==> config.mk <==
export PLATFORM = sky130hd
export DESIGN_NAME = lom_monitor
export DESIGN_NICKNAME = d
export VERILOG_FILES = /design/src/core/lom_pkg.sv /design/src/core/lom_monitor.sv
export SDC_FILE = /design/constraint.sdc
export NUM_CORES = 1
export LEC_CHECK = 0
export BUFFER_PORTS_ARGS = -buffer_cell sky130_fd_sc_hd__buf_2
export CAP_MARGIN = 40
export CORE_UTILIZATION = 40
export DETAILED_ROUTE_END_ITERATION = 6
export PLACE_DENSITY_LB_ADDON = 0.1
export RECOVER_POWER = 25
export REMOVE_ABC_BUFFERS = 1
export SLEW_MARGIN = 20
export SYNTH_ARGS = -nofsm -noshare
export SYNTH_HDL_FRONTEND = slang
export SYNTH_SLANG_ARGS = --single-unit
==> constraint.sdc <==
create_clock -name CLK_SYS -period 8.55 [get_ports CLK_SYS]
set_input_delay 1.2825 -clock CLK_SYS [delete_from_list [all_inputs] [get_ports CLK_SYS]]
set_output_delay 1.2825 -clock CLK_SYS [all_outputs]
set_load 0.01 [all_outputs]
==> src/core/lom_pkg.sv <==
// package for the load overvoltage monitor: register offset, fields, reset values, timing
// assumes a single 250 MHz system clock
package lom_pkg;
  // ----------------------------------------
  // register map
  // ----------------------------------------
  localparam logic [7:0] LIMIT_OFFSET     = 8'h33;
  localparam logic [7:0] LIMIT_RESET      = 8'h00;
  localparam int         CODE_MSB         = 7;
  localparam int         CODE_LSB         = 3;
  localparam int         REG_POINT_BIT    = 2;
  localparam int         SAMPLES_MSB      = 1;
  localparam int         SAMPLES_LSB      = 0;
  // ----------------------------------------
  // threshold arithmetic
  // ----------------------------------------
  localparam logic [6:0] CODE_BASE        = 7'h59;  // 89
  localparam int         THR_DIV_LOG2     = 7;      // divide by 128
  localparam int         FULL_SCALE_MV    = 1550;
  // ----------------------------------------
  // timing
  // ----------------------------------------
  localparam int         CLK_MHZ          = 250;
  localparam int         SAMPLE_PERIOD_US = 80;
  localparam int         SAMPLE_CYCLES    = SAMPLE_PERIOD_US * CLK_MHZ;
endpackage : lom_pkg

==> src/core/lom_monitor.sv <==
// load overvoltage monitor: limit register, threshold, sample tick, consecutive-sample filter
// assumes a register port from the serial management block and averaged sense words from the adc path
`timescale 1ns/10ps
// What this block does
// - threshold equals (89 + code)/128 times 1.55 V full scale
// - code 0 gives 107.7 percent, code 31 gives 145.3 percent, 1.21 percent steps
// - code in bits 7:3, one code shared by both load sense channels
// - regulating-point bit set selects remote sense always, else local during soft start/switch
// - flag raised when an 80 us period average exceeds the threshold
// - multi-sample setting needs every consecutive period above threshold
// - sample code 00 means one over-threshold period sets the flag
// - codes 01, 10, 11 need two, three, four periods
module lom_monitor #(
  parameter int ADC_W         = 12,
  parameter int SAMPLE_CYCLES = lom_pkg::SAMPLE_CYCLES
) (
  // clock and reset
  input  wire logic             CLK_SYS,
  input  wire logic             RESET,
  // register port
  input  wire logic [7:0]       REG_ADDR,
  input  wire logic             REG_WR,
  input  wire logic [7:0]       REG_WDATA,
  output logic      [7:0]       REG_RDATA,
  // sense inputs, full scale of the word equals 1.55 V
  input  wire logic [ADC_W-1:0] LOAD_SENSE_SECONDARY,
  input  wire logic [ADC_W-1:0] REMOTE_SENSE_NODE,
  input  wire logic [ADC_W-1:0] LOCAL_SENSE_NODE,
  // regulation state
  input  wire logic             SOFT_START_ACTIVE,
  input  wire logic             ORING_SWITCH_OFF,
  output logic                  USE_REMOTE_SENSE,
  // protection
  output logic [ADC_W-1:0]      OVP_THRESHOLD,
  output logic                  OVERVOLTAGE_FLAG,
  input  wire logic             OVERVOLTAGE_CLEAR,
  output logic                  SAMPLE_TICK
);
  localparam int CW  = $clog2(SAMPLE_CYCLES + 1);
  localparam int SW  = ADC_W + $clog2(SAMPLE_CYCLES + 1);
  localparam int NCH = 2;

  // ----------------------------------------
  // register decode
  // ----------------------------------------
  // one offset is mapped; writes elsewhere are dropped and reads elsewhere return zero
  logic limit_sel;
  logic limit_wr;

  assign limit_sel = (REG_ADDR == lom_pkg::LIMIT_OFFSET);
  assign limit_wr  = REG_WR && limit_sel;

  // ----------------------------------------
  // limit register
  // ----------------------------------------
  logic [7:0] limit_q;

  always_ff @(posedge CLK_SYS) begin
    if (RESET) begin
      limit_q <= lom_pkg::LIMIT_RESET;
    end else if (limit_wr) begin
      limit_q <= REG_WDATA;
    end
  end

  // read data is registered, so it answers one cycle after the address
  always_ff @(posedge CLK_SYS) begin
    if (RESET) begin
      REG_RDATA <= 8'h00;
    end else if (limit_sel) begin
      REG_RDATA <= limit_q;
    end else begin
      REG_RDATA <= 8'h00;
    end
  end

  // ----------------------------------------
  // register fields
  // ----------------------------------------
  logic [4:0] code;
  logic       reg_point;
  logic [1:0] samples;

  assign code      = limit_q[lom_pkg::CODE_MSB:lom_pkg::CODE_LSB];
  assign reg_point = limit_q[lom_pkg::REG_POINT_BIT];
  assign samples   = limit_q[lom_pkg::SAMPLES_MSB:lom_pkg::SAMPLES_LSB];

  // ----------------------------------------
  // regulating point
  // ----------------------------------------
  // the switch condition is taken as "oring switch off"; that state is not pinned down further
  logic local_phase;

  assign local_phase = SOFT_START_ACTIVE || ORING_SWITCH_OFF;

  always_ff @(posedge CLK_SYS) begin
    if (RESET) begin
      USE_REMOTE_SENSE <= 1'b0;
    end else begin
      USE_REMOTE_SENSE <= reg_point || !local_phase;
    end
  end

  // ----------------------------------------
  // threshold
  // ----------------------------------------
  // sense words span the full scale, so threshold word = (89 + code) * 2^ADC_W / 128
  // limitation: ADC_W below 7 cannot hold one threshold step
  logic [6:0]       thr_base;
  logic [ADC_W+6:0] thr_wide;

  assign thr_base = 7'({2'b00, code} + lom_pkg::CODE_BASE);
  assign thr_wide = (ADC_W+7)'(thr_base) << (ADC_W - lom_pkg::THR_DIV_LOG2);

  always_ff @(posedge CLK_SYS) begin
    if (RESET) begin
      OVP_THRESHOLD <= '0;
    end else begin
      OVP_THRESHOLD <= thr_wide[ADC_W-1:0];
    end
  end

  // ----------------------------------------
  // 80 us sampling tick
  // ----------------------------------------
  logic [CW-1:0] tick_cnt_q;
  logic          period_end;

  // the last count closes a period; the tick is registered so it trails that edge by one
  assign period_end = (tick_cnt_q == CW'(SAMPLE_CYCLES - 1));

  always_ff @(posedge CLK_SYS) begin
    if (RESET) begin
      tick_cnt_q <= '0;
    end else if (period_end) begin
      tick_cnt_q <= '0;
    end else begin
      tick_cnt_q <= tick_cnt_q + CW'(1);
    end
  end

  always_ff @(posedge CLK_SYS) begin
    if (RESET) begin
      SAMPLE_TICK <= 1'b0;
    end else begin
      SAMPLE_TICK <= period_end;
    end
  end

  // ----------------------------------------
  // period averaging, both load channels share one threshold
  // ----------------------------------------
  // sums are compared against threshold*cycles, which avoids a divider
  logic [SW-1:0]    sum_limit;
  logic [ADC_W-1:0] chan_sample [NCH];
  logic [NCH-1:0]   chan_over;
  logic             over;

  assign sum_limit      = SW'(OVP_THRESHOLD) * SW'(SAMPLE_CYCLES);
  assign chan_sample[0] = LOAD_SENSE_SECONDARY;
  assign chan_sample[1] = REMOTE_SENSE_NODE;

  for (genvar ch = 0; ch < NCH; ch++) begin : g_chan
    logic [SW-1:0] sum_q;

    // the closing cycle's word seeds the next sum, so each full period holds SAMPLE_CYCLES words
    always_ff @(posedge CLK_SYS) begin
      if (RESET) begin
        sum_q <= '0;
      end else if (period_end) begin
        sum_q <= SW'(chan_sample[ch]);
      end else begin
        sum_q <= sum_q + SW'(chan_sample[ch]);
      end
    end

    assign chan_over[ch] = (sum_q > sum_limit);
  end

  // either channel above the shared limit marks the period as over
  assign over = |chan_over;

  // ----------------------------------------
  // consecutive-period filter
  // ----------------------------------------
  // the run saturates at four, the largest count the field can ask for
  logic [2:0] run_q;
  logic [2:0] need;

  assign need = {1'b0, samples} + 3'h1;

  always_ff @(posedge CLK_SYS) begin
    if (RESET) begin
      run_q <= 3'h0;
    end else if (period_end) begin
      if (!over) begin
        run_q <= 3'h0;
      end else if (run_q < 3'h4) begin
        run_q <= run_q + 3'h1;
      end
    end
  end

  // ----------------------------------------
  // sticky flag
  // ----------------------------------------
  // a trip beats a clear in the same cycle, so no over-threshold period is lost
  logic trip;

  assign trip = period_end && over && ((run_q + 3'h1) >= need);

  always_ff @(posedge CLK_SYS) begin
    if (RESET) begin
      OVERVOLTAGE_FLAG <= 1'b0;
    end else if (trip) begin
      OVERVOLTAGE_FLAG <= 1'b1;
    end else if (OVERVOLTAGE_CLEAR) begin
      OVERVOLTAGE_FLAG <= 1'b0;
    end
  end

  // ----------------------------------------
  // unused inputs
  // ----------------------------------------
  // the local sense word feeds the local limits, which live outside this block
  logic local_unused;

  assign local_unused = ^LOCAL_SENSE_NODE;

endmodule : lom_monitor

==> results of run 1 <==
critical path: cells and delay by family, from the launching register on:
family	cells	cell delay [ns]
AO/OA/AOI/OAI	4	1.17
flip-flops	1	0.47
AND/OR/NAND/NOR	8	1.52
buffers and inverters	2	0.19
adder cells (fa/ha/maj)	7	2.68
XOR/XNOR	1	0.19
cell families after synthesis:
logic type | count (synthesis) | share of synthesized area
AOI/OAI and AO/OA | 155 | 0.148
muxes | 12 | 0.0178
DFF | 98 | 0.290
buffers and inverters | 69 | 0.0411
and+or+nand+nor | 286 | 0.210
xor gates and xnor gates | 57 | 0.0738
other | 1 | 0.000554
adders and majority gates | 112 | 0.219
cells in the mapped netlist, drive strengths merged (12+ instances only):
master / count
ha: 101
dfxtp: 98
nor2: 77
nand2: 64
a21oi: 60
inv: 47
nand3: 38
o21ai: 34
xor2: 29
xnor2: 28
and3: 19
nor3: 19
or3: 18
clkbuf: 16
mux2i: 12
cell type report:
class,count,area [um^2]
Fill cell,1631,8950
Multi-Input combinational cell,627,4540
Sequential cell,98,1960
Timing Repair Buffer,70,349
Tap cell,220,275
Clock buffer,10,229
Inverter,47,176
Clock inverter,6,42.5
stage by stage:
stage / hold WS, ns / util / cell area, um^2 / total power, mW / std cells
floorplan: 0.430 / - / 6680 / 0.974 / 772
global placement: 0.438 / 0.441 / 7290 / 1.09 / 1058
detailed placement: 0.467 / 0.443 / 7320 / 1.11 / 1061
CTS: 0.480 / 0.459 / 7590 / 1.50 / 1077
global route: 0.517 / 0.458 / 7580 / 1.61 / 1078
finish: 0.466 / 0.458 / 7580 / 1.49 / 1078
routing by layer:
layer | up-vias | track usage
li1 | 2941 | -
met1 | 2630 | 0.243
met2 | 70 | 0.308
met3 | 22 | 0.0327
met4 | 0 | 0.0665
met5 | - | 0
report_power, final:
part	total, mW	internal, mW	switching, mW
logic	0.552	0.245	0.307
clock network	0.384	0.198	0.186
registers	0.552	0.508	0.0444
total	1.49	0.951	0.537
registers in the layout, indices dropped and copies added, names as in the netlist, 3 cells and up:
signal	flops
limit_q	8
REG_RDATA	8
OVP_THRESHOLD	7
tick_cnt_q	15
g_chan.sum_q	54
run_q	3
layout by cell type, fill, tap and decap left out, drive strengths merged, types with 3 or more instances in the layout:
master / n
o21bai: 4
ha: 101
nand4: 10
conb: 5
nor3: 19
and3: 19
or3: 18
nor4: 4
a21oi: 60
fa: 11
o21ai: 34
o31ai: 3
o21a: 4
inv: 48
nor4b: 3
mux2i: 12
a21o: 8
xor2: 29
nand2: 64
nand3: 38
and4: 7
dfxtp: 98
o211ai: 6
clkbuf: 22
nor2: 77
a31oi: 4
xnor2: 28
a221oi: 4
clkinv: 3
and2: 6
a211oi: 10
nand2b: 6
buf: 58
nor2b: 5
worst max path at each step:
stage / startpoint / end / slack (ns) / cells past startpoint
floorplan: OVP_THRESHOLD[9] / run_q[0] / 2.88 / 22
global placement: OVP_THRESHOLD[9] / run_q[2] / 2.32 / 22
detailed placement: OVP_THRESHOLD[9] / run_q[0] / 2.23 / 22
CTS: OVP_THRESHOLD[9] / run_q[0] / 2.18 / 22
global route: OVP_THRESHOLD[9] / run_q[0] / 1.81 / 22
finish: OVP_THRESHOLD[9] / run_q[0] / 2.12 / 22
==> summary.md, run 1 <==
| Metric | Value |
|---|---|
| Run status | finished, violations left |
| Violated checks | max-capacitance violations, max-slew violations |
| Crit path DAT | 6.58 ns |
| Post-CTS Hold Fix Bufs | 0 |
| Final Cycle Share | 0.752 |
| Startpoint Class | flip-flop |
| HPWL Detailed | 12.0 mm |
| Clock root cell | clkbuf_16 |
| WL final | 15.4 mm |
| Share of post-route cells with drive strength above 1 | 0.103 |
| Core area | 0.0165 mm^2 |
| Initial Util | 0.409 |
| First-pass GRT wire length | 26.4 mm |
| Antenna cells | 0 |
| PostCTS Resize Cnt | 0 |
| Placer Congestion | 0.819 |
| CP endpoint kind | flip-flop |
| DR pass1 iterations | 4 |
| Worst stage delay on the critical path | 0.55 ns |
| Avg Cell Area, Syn | 8.57 um^2 |
| Max layer used | met4 |
| ANT nets after route | 0 |
| Port Buffers | 63 |
| Drt via density | 5.25 |
| Setup Skew | 0.00943 ns |
| WL met3 | 436 um |
| H-tree depth | 3 |
| Pin count of the biggest net entering global routing | 43 |
| Initial DRC count | 246 |
| P&R area growth vs syn | 12.0% |
| Remaining Overflow, GRT | 0 |
| Internal reg-to-reg setup slack | 2.12 ns |
| Area leader, netlist | dfxtp_1 |
| PnR worst setup slack | 2.12 ns |
| Die Ht | 132 um |
| Clock Sinks | 98 |
| Maximum fanout along the worst path | 6 |
| Flops & latches, synth | 98 |
| Fin. Hold Viols | 0 |
| Main flop type after synthesis | dfxtp_1 |
| Cell mode on critical path | ha_1 |
| Die Area | 0.0174 mm^2 |
| Hold Path End | tick_cnt_q[0] |
| Power Dens Cells | 196 mW/mm^2 |
| DRC errors left | 0 |
| RSZ-0062 raised after global routing | no |
| Number of synthesized flops with an enable pin | 0 |
| Routed wl met2 | 7.09 mm |
| Total GRT Usage | 0.186 |
| Post-synthesis cell count | 790 |
| # IOs | 81 |
| Synth top area cells | dfxtp_1 (29%), ha_1 (19%), a21oi_1 (4.4%) |
| Postcts setup bufs | 0 |
| Max-slew violation count | 43 |
| Setup TNS | 0 ns |
| Worst slack at placement | 2.23 ns |
| Worst-path clk slew | 0.07 ns |
| Sequential share of the synthesized area | 0.290 |
| R2r endpoint | run_q[0] |
| Max Fclk | 155 MHz |
| Worst setup path class | reg -> reg |
| Warnings, synthesis | 0 |
| Antenna violations before repair | 0 |
| Met1 WL | 7.52 mm |
| Via count | 5663 |
| CTS buffer count | 9 |
| Yosys cell types | 64 |
| Hold crit path type | reg -> reg |
| CTS tree | yes |
| Row Count | 47 |
| Die width | 132 um |
| Post-Syn Area | 0.00677 mm^2 |
| # Max-Cap Violations | 1 |
| Post-synth ARST share | 0 |
| Lkg Pwr | 3.39 nW |
| Hold path depth | 1 |
| Final nets | 1023 |
| Minimum clock period | 6.43 ns |
| Worst Hold Launch | tick_cnt_q[0] |
| Vias in the first global route | 5473 |
| Worst EP required | 8.69 ns |
| Routed wire length per instance | 14.3 um |
| Maximum VDD drop | 0.000124 V |
| CP Cell Sequence | inv_1, fa_1, inv_1, ha_1, fa_1, ha_1, ha_1, ha_1, and4_4, a221o_1, o21ai_0, nand2b_1, xnor2_1, ha_1, nand2_1, or4_1, nor2_1, nand2_1, o31ai_4, nand4b_1, a211oi_2, nor3_1 |
| Endpoints failing setup | 0 |
| Slew headroom | -0.373 |
| Clk buf depth | 2 |
| FF-to-FF Start | OVP_THRESHOLD[9] |
| Slowest cell on crit path | fa_1 |
| R2r worst-path depth | 22 |
| Measured slew at the worst slew-check pin | 2.06 ns |
| Synth top area share | 0.290 |
| Clk Latency, worst-skew pair | 0.35 ns |
Power figures use the tool's default switching activity.
==> inputs of run 2 (changes only) <==
Clock period 8.55 ns to 5.2 ns, I/O delays scaled along.
==> run 2 against run 1 <==
The flow finishes with violations (negative setup slack). Clock-buffer cell count decreased by 1. Sequential power rose by 64%. Via count increased by 3.5%. Design area grew 6.6%. Fmax is 21% higher. Hold slack better by 0.011 ns. Global-route usage increased by 0.71 points. Combinational power increased by 85%. Die area unchanged. Setup slack worse by 2.3 ns. Critical path type unchanged. Flip-flop and latch count unchanged. Final cell count rose by 3.0%.
==> summary.md, run 2 (synthesized netlist as in run 1, its figures left out) <==
| Metric | Value |
|---|---|
| Antenna violations before repair | 0 (unchanged) |
| PnR worst setup slack | -0.132 ns (-2.25 ns) |
| Initial Util | 0.409 (unchanged) |
| Most common cell after layout, fill and taps aside | dfxtp_1 |
| Run status | finished, violations left |
| HPWL Detailed | 12.7 mm (+6.1%) |
| Placer Congestion | 0.829 (+1.2%) |
| Worst setup path class | reg -> reg |
| Worst-path clk slew | 0.07 ns (about the same) |
| Power Dens Cells | 320 mW/mm^2 (+63%) |
| Final nets | 1057 (+3.3%) |
| ANT nets after route | 0 (unchanged) |
| Lkg Pwr | 3.59 nW (+5.8%) |
| CTS buffer count | 9 (unchanged) |
| P&R area growth vs syn | 19.4% |
| Maximum fanout along the worst path | 4 (-2) |
| Endpoints failing setup | 4 (+4) |
| Minimum clock period | 5.33 ns (-1.10 ns) |
| Row Count | 47 (unchanged) |
| Crit path DAT | 5.56 ns (-1.02 ns) |
| CP endpoint kind | flip-flop |
| Die Ht | 132 um (unchanged) |
| WL final | 16.3 mm (+6.3%) |
| RSZ-0062 raised after global routing | yes |
| Vias in the first global route | 5649 (+3.2%) |
| Setup TNS | -0.497 ns (-0.497 ns) |
| First-pass GRT wire length | 27.1 mm (+2.7%) |
| Startpoint Class | flip-flop |
| Slew headroom | 0.530 (+0.904) |
| Port Buffers | 63 (unchanged) |
| Area post-placement | 0.00752 mm^2 (+2.7%) |
| Largest Register | g_chan.sum_q |
| Max Fclk | 188 MHz (+21%) |
| Clk Latency, worst-skew pair | 0.36 ns (about the same) |
| CTS tree | yes |
| Drt via density | 5.28 (+0.48%) |
| Die width | 132 um (unchanged) |
| Most frequent cells in the layout | dfxtp_1 (96), ha_1 (91), nor2_1 (76) |
| Final Total Pwr | 2.59 mW (+74%) |
| Design Area, Final | 0.00808 mm^2 (+6.6%) |
| Violated checks | negative setup slack |
| Share of post-route cells with drive strength above 1 | 0.167 (+0.0649) |
| CP Cell Sequence | inv_2, fa_1, inv_1, ha_4, fa_1, ha_4, ha_4, ha_4, buf_6, and3_4, a221oi_4, o21ai_2, xnor2_2, ha_1, nand4b_1, or4_4, nor2_4, nand2_2, o31ai_4, nand4b_1, a211oi_2, nor3_1 |
| Worst hold slack | 0.477 ns (+0.0114 ns) |
| Total GRT Usage | 0.193 (+0.00708) |
| DR pass1 iterations | 4 (unchanged) |
| Clock Sinks | 98 (unchanged) |
| Hold crit path type | reg -> reg |
| Routed wire length per instance | 14.7 um (+3.2%) |
| Max reg flops | 54 (unchanged) |
| Worst stage delay on the critical path | 0.54 ns (about the same) |
| Clk buf depth | 2 (unchanged) |
| Clock root cell | clkbuf_16 |
| Worst EP required | 5.43 ns (-3.26 ns) |
| Post-CTS Hold Fix Bufs | 0 (unchanged) |
| DRC errors left | 0 (unchanged) |
| Maximum VDD drop | 0.000158 V (+28%) |
| Post-layout util | 0.489 (+0.0304) |
| Fin. Hold Viols | 0 (unchanged) |
| Max-slew violation count | 0 (-100%) |
| Final Cycle Share | 1.03 (+0.273) |
| Die Area | 0.0174 mm^2 (unchanged) |
| Remaining Overflow, GRT | 0 (unchanged) |
| # IOs | 81 (unchanged) |
| Antenna cells | 0 (unchanged) |
| H-tree depth | 3 (unchanged) |
| Setup Skew | 0.0133 ns (+0.00391 ns) |
| Pin count of the biggest net entering global routing | 48 (+12%) |
| Slowest cell on crit path | fa_1 |
| Top Registers | g_chan.sum_q: 54 flops, tick_cnt_q: 15 flops |
| Core area | 0.0165 mm^2 (unchanged) |
| Measured slew at the worst slew-check pin | 0.702 ns (-1.36 ns) |
| Via count | 5859 (+3.5%) |
| Initial DRC count | 266 (+8.1%) |
| Cell mode on critical path | ha_4 |
| # Max-Cap Violations | 0 (-1) |
run 2: cell count changes in the layout (fill, tap and decap cells not counted), moves of 3 or more:
cell     before  now
o21ai_1       1    4
ha_1        101   91
o21ai_0      33   29
buf_6         1    4
ha_4          0    9
buf_4         3   35
run 2: critical path, delay by kind of cell, from the launching register on:
family,cells,cell delay (ns)
fa+ha+maj,7,2.26
simple gates,7,1.23
compound gates,4,0.98
flops,1,0.34
buf+inv,3,0.22
xor+xnor,1,0.16
run 2: area by class of cell:
class | count | area (um^2)
inverters | 47 | 176
flip-flops and latches | 98 | 1960
well taps | 220 | 275
clock buffers | 9 | 225
multi-input cells | 627 | 4760
fillers | 1567 | 8450
clock inverters | 5 | 57.6
repair buffers | 104 | 619
run 2: final timing paths:
kind,startpoint,cells past startpoint,slack [ns],end
hold / removal,tick_cnt_q[0],1,0.48,tick_cnt_q[0]
setup / recovery,OVP_THRESHOLD[9],22,-0.13,run_q[2]
hold reg to reg,tick_cnt_q[0],1,0.48,tick_cnt_q[0]
setup reg to reg,OVP_THRESHOLD[9],22,-0.13,run_q[2]
run 2: metrics by stage:
step | cells | setup slack (ns)
after floorplan | 772 | -0.466
after global routing | 1110 | -0.368
after CTS | 1107 | -0.133
final | 1110 | -0.132
after detailed placement | 1088 | -0.590
after global placement | 1086 | -0.498
run 2: power by group:
group / internal (mW) / leakage [nW] / total [mW] / switching [mW]
registers: 0.835 / 0.799 / 0.907 / 0.0724
clock network: 0.368 / 0.141 / 0.658 / 0.291
logic: 0.479 / 2.65 / 1.02 / 0.544
total: 1.68 / 3.59 / 2.59 / 0.907
run 2: routing by layer:
| metal | GRT usage | up-vias | routed length [um] |
|---|---|---|---|
| li1 | - | 3005 | - |
| met1 | 0.246 | 2760 | 7600 |
| met2 | 0.330 | 75 | 7940 |
| met3 | 0.0334 | 19 | 502 |
| met4 | 0.0652 | 0 | 287 |
| met5 | 0 | - | 0 |
run 2: repair_timing:
action                     CTS  global route
gates resized for setup     27            12
hold endpoints to repair     0             0
pin swaps                   26            18
setup endpoints to repair    4             4
buffers inserted             5             1
==> inputs of run 3 (changes only) <==
Settings changed: SKIP_CTS_REPAIR_TIMING from default to 1.
Clock period 5.2 ns to 6.3 ns, I/O delays scaled along.
==> run 3 against run 2 <==
The run now ends clean. Non-clock buffer count down 29. Power decreased by 21%. Sequential power shrank 17%. Combinational power decreased by 26%. Hold slack worse by 0.0077 ns. Flip-flop and latch count stayed put. Critical path depth unchanged. Clock skew is 0.0077 ns lower. Final cell count down 2.4%. Register-to-register slack better by 0.54 ns. First-iteration DRC count is 9.8% lower.
==> summary.md, run 3 (synthesized netlist as in run 1, its figures left out) <==
| Metric | Value |
|---|---|
| Max reg flops | 54 (unchanged) |
| # IOs | 81 (unchanged) |
| DR pass1 iterations | 5 (+1) |
| H-tree depth | 3 (unchanged) |
| Largest Register | g_chan.sum_q |
| ANT nets after route | 0 (unchanged) |
| Initial DRC count | 240 (-9.8%) |
| R2r endpoint | run_q[2] |
| Clock Sinks | 98 (unchanged) |
| CP endpoint kind | flip-flop |
| Clk buf depth | 2 (unchanged) |
| Antenna cells | 0 (unchanged) |
| R2r worst-path depth | 22 (unchanged) |
| CP Cell Sequence | inv_1, fa_1, inv_1, ha_1, fa_1, ha_1, ha_1, ha_1, and4_4, a221o_1, o21ai_0, nand2b_1, xnor2_2, ha_1, nand2_1, or4_1, nor2_2, nand2_1, o31ai_4, nand4b_1, a211oi_2, nor3_1 |
| Core area | 0.0165 mm^2 (unchanged) |
| Port Buffers | 63 (unchanged) |
| Die Ht | 132 um (unchanged) |
| Die width | 132 um (unchanged) |
| Max Fclk | 170 MHz (-9.5%) |
| Power Dens Cells | 267 mW/mm^2 (-17%) |
| Fin. Hold Viols | 0 (unchanged) |
| Cell mode on critical path | ha_1 |
| Final Cycle Share | 0.935 (-0.0905) |
| Post-layout util | 0.462 (-0.0268) |
| HPWL Detailed | 12.3 mm (-3.4%) |
| Antenna violations before repair | 0 (unchanged) |
| Maximum VDD drop | 0.000140 V (-12%) |
| FF-to-FF Start | OVP_THRESHOLD[9] |
| CTS tree | yes |
| Measured slew at the worst slew-check pin | 0.859 ns (+0.157 ns) |
| Max-slew violation count | 0 (unchanged) |
| Die Area | 0.0174 mm^2 (unchanged) |
| Int Pwr | 1.31 mW (-22%) |
| Worst setup startpoint | OVP_THRESHOLD[9] |
| Final Total Pwr | 2.04 mW (-21%) |
| Net Sw Frac | 0.356 (+0.00513) |
| Hold crit path type | reg -> reg |
| P&R area growth vs syn | 12.8% |
| Clock root cell | clkbuf_16 |
| Total GRT Usage | 0.191 (-0.00200) |
| Most frequent cells in the layout | ha_1 (101), dfxtp_1 (97), nor2_1 (76) |
| Worst setup path class | reg -> reg |
| Minimum clock period | 5.89 ns (+0.558 ns) |
| Drt via density | 5.29 (+0.29%) |
| First-pass GRT wire length | 27.0 mm (-0.38%) |
| Placed Cells | 1064 (-2.2%) |
| Placer Congestion | 0.865 (+4.4%) |
| Share of post-route cells with drive strength above 1 | 0.110 (-0.0573) |
| Worst-path clk slew | 0.07 ns (about the same) |
| Area of the multi-input gates | 0.00455 mm^2 (-4.3%) |
| WL met3 | 488 um (-2.8%) |
| Pin count of the biggest net entering global routing | 43 (-10%) |
| WP depth | 22 (unchanged) |
| Routed wl met2 | 7.43 mm (-6.3%) |
| Top Registers | g_chan.sum_q: 54 flops, tick_cnt_q: 15 flops |
| Via count | 5733 (-2.2%) |
| Initial Util | 0.409 (unchanged) |
| Power share of the clock group | 0.262 (+0.008) |
| DRC errors left | 0 (unchanged) |
| WL final | 15.8 mm (-3.5%) |
| Met1 WL | 7.54 mm (-0.88%) |
| Setup crit end | run_q[2] |
| Slowest cell on crit path | fa_1 |
| Worst hold slack | 0.469 ns (-0.00766 ns) |
| Row Count | 47 (unchanged) |
| Clk Latency, worst-skew pair | 0.35 ns (about the same) |
| Slew headroom | 0.427 (-0.103) |
| Worst EP required | 6.52 ns (+1.09 ns) |
| Routed wire length per instance | 14.5 um (-1.1%) |
| Run status | complete, no violations |
| # fillers | 1663 (+6.1%) |
| Final nets | 1028 (-2.7%) |
| Switching pwr | 725 uW (-20%) |
| Most common cell after layout, fill and taps aside | ha_1 |
| Endpoints failing setup | 0 (-4) |
| Internal reg-to-reg setup slack | 0.41 ns (+0.54 ns) |
| Sequential Area | 0.00196 mm^2 (about the same) |
| Setup TNS | 0 ns (+0.497 ns) |
| RSZ-0062 raised after global routing | no |
| Crit path DAT | 6.11 ns (+0.55 ns) |
| CP top delay family | adder cells |
| Startpoint Class | flip-flop |
| CP bufs+invs | 2 (-1) |
| Worst stage delay on the critical path | 0.53 ns (about the same) |
| Max layer used | met4 |
| Remaining Overflow, GRT | 0 (unchanged) |
| Vias in the first global route | 5669 (+0.35%) |
| CTS buffer count | 9 (unchanged) |
| Final Non-Filler Cells | 1083 (-2.4%) |
| Maximum fanout along the worst path | 6 (+2) |
| Comb pwr share | 0.371 (-0.024) |
| # Max-Cap Violations | 0 (unchanged) |
| Flop pwr share | 0.367 (+0.017) |
| Setup Skew | 0.00566 ns (-0.00768 ns) |
| Lkg Pwr | 3.43 nW (-4.6%) |
run 3: changes by cell type in the layout (fill, tap and decap cells not counted), sizes merged:
cell / before / now
buf: 92 / 61
clkbuf: 21 / 27
clkinv: 4 / 1
clkinvlp: 0 / 2
bufinv: 1 / 0
run 3: worst min path at each step:
stage                        startpoint             to  slack [ns]  cells after the start
after CTS                 tick_cnt_q[0]  tick_cnt_q[0]        0.47                      1
final                     tick_cnt_q[0]  tick_cnt_q[0]        0.47                      1
after floorplan           tick_cnt_q[0]  tick_cnt_q[0]        0.43                      1
after global placement    tick_cnt_q[0]  tick_cnt_q[0]        0.45                      1
after detailed placement  tick_cnt_q[0]  tick_cnt_q[0]        0.45                      1
after global routing      tick_cnt_q[0]  tick_cnt_q[0]        0.49                      1
run 3: per-stage QoR:
step	cell area, um^2	worst slack [ns]
after CTS	7620	0.0845
after floorplan	6680	0.634
after global placement	7330	0.320
after detailed placement	7340	0.108
final	7630	0.411
after global routing	7630	0.0589
run 3: metal layers:
metal	global-route usage	vias up
li1	-	2950
met3	0.0304	21
met1	0.246	2692
met5	0	-
met2	0.323	70
met4	0.0691	0
run 3: area by class of cell:
cell class              count  share of cell area
clock buffers              13              0.0341
clock inverters             3             0.00311
inverters                  47              0.0231
multi-input cells         627               0.596
flip-flops and latches     98               0.257
well taps                 220              0.0361
repair buffers             75              0.0501
run 3: power groups by stage:
stage	sequential, mW	clock (mW)	combinational, mW
final	0.749	0.534	0.756
after global routing	0.759	0.578	0.864
after CTS	0.750	0.551	0.747
after detailed placement	0.764	0	0.744
after global placement	0.763	0	0.723
after floorplan	0.739	0	0.583
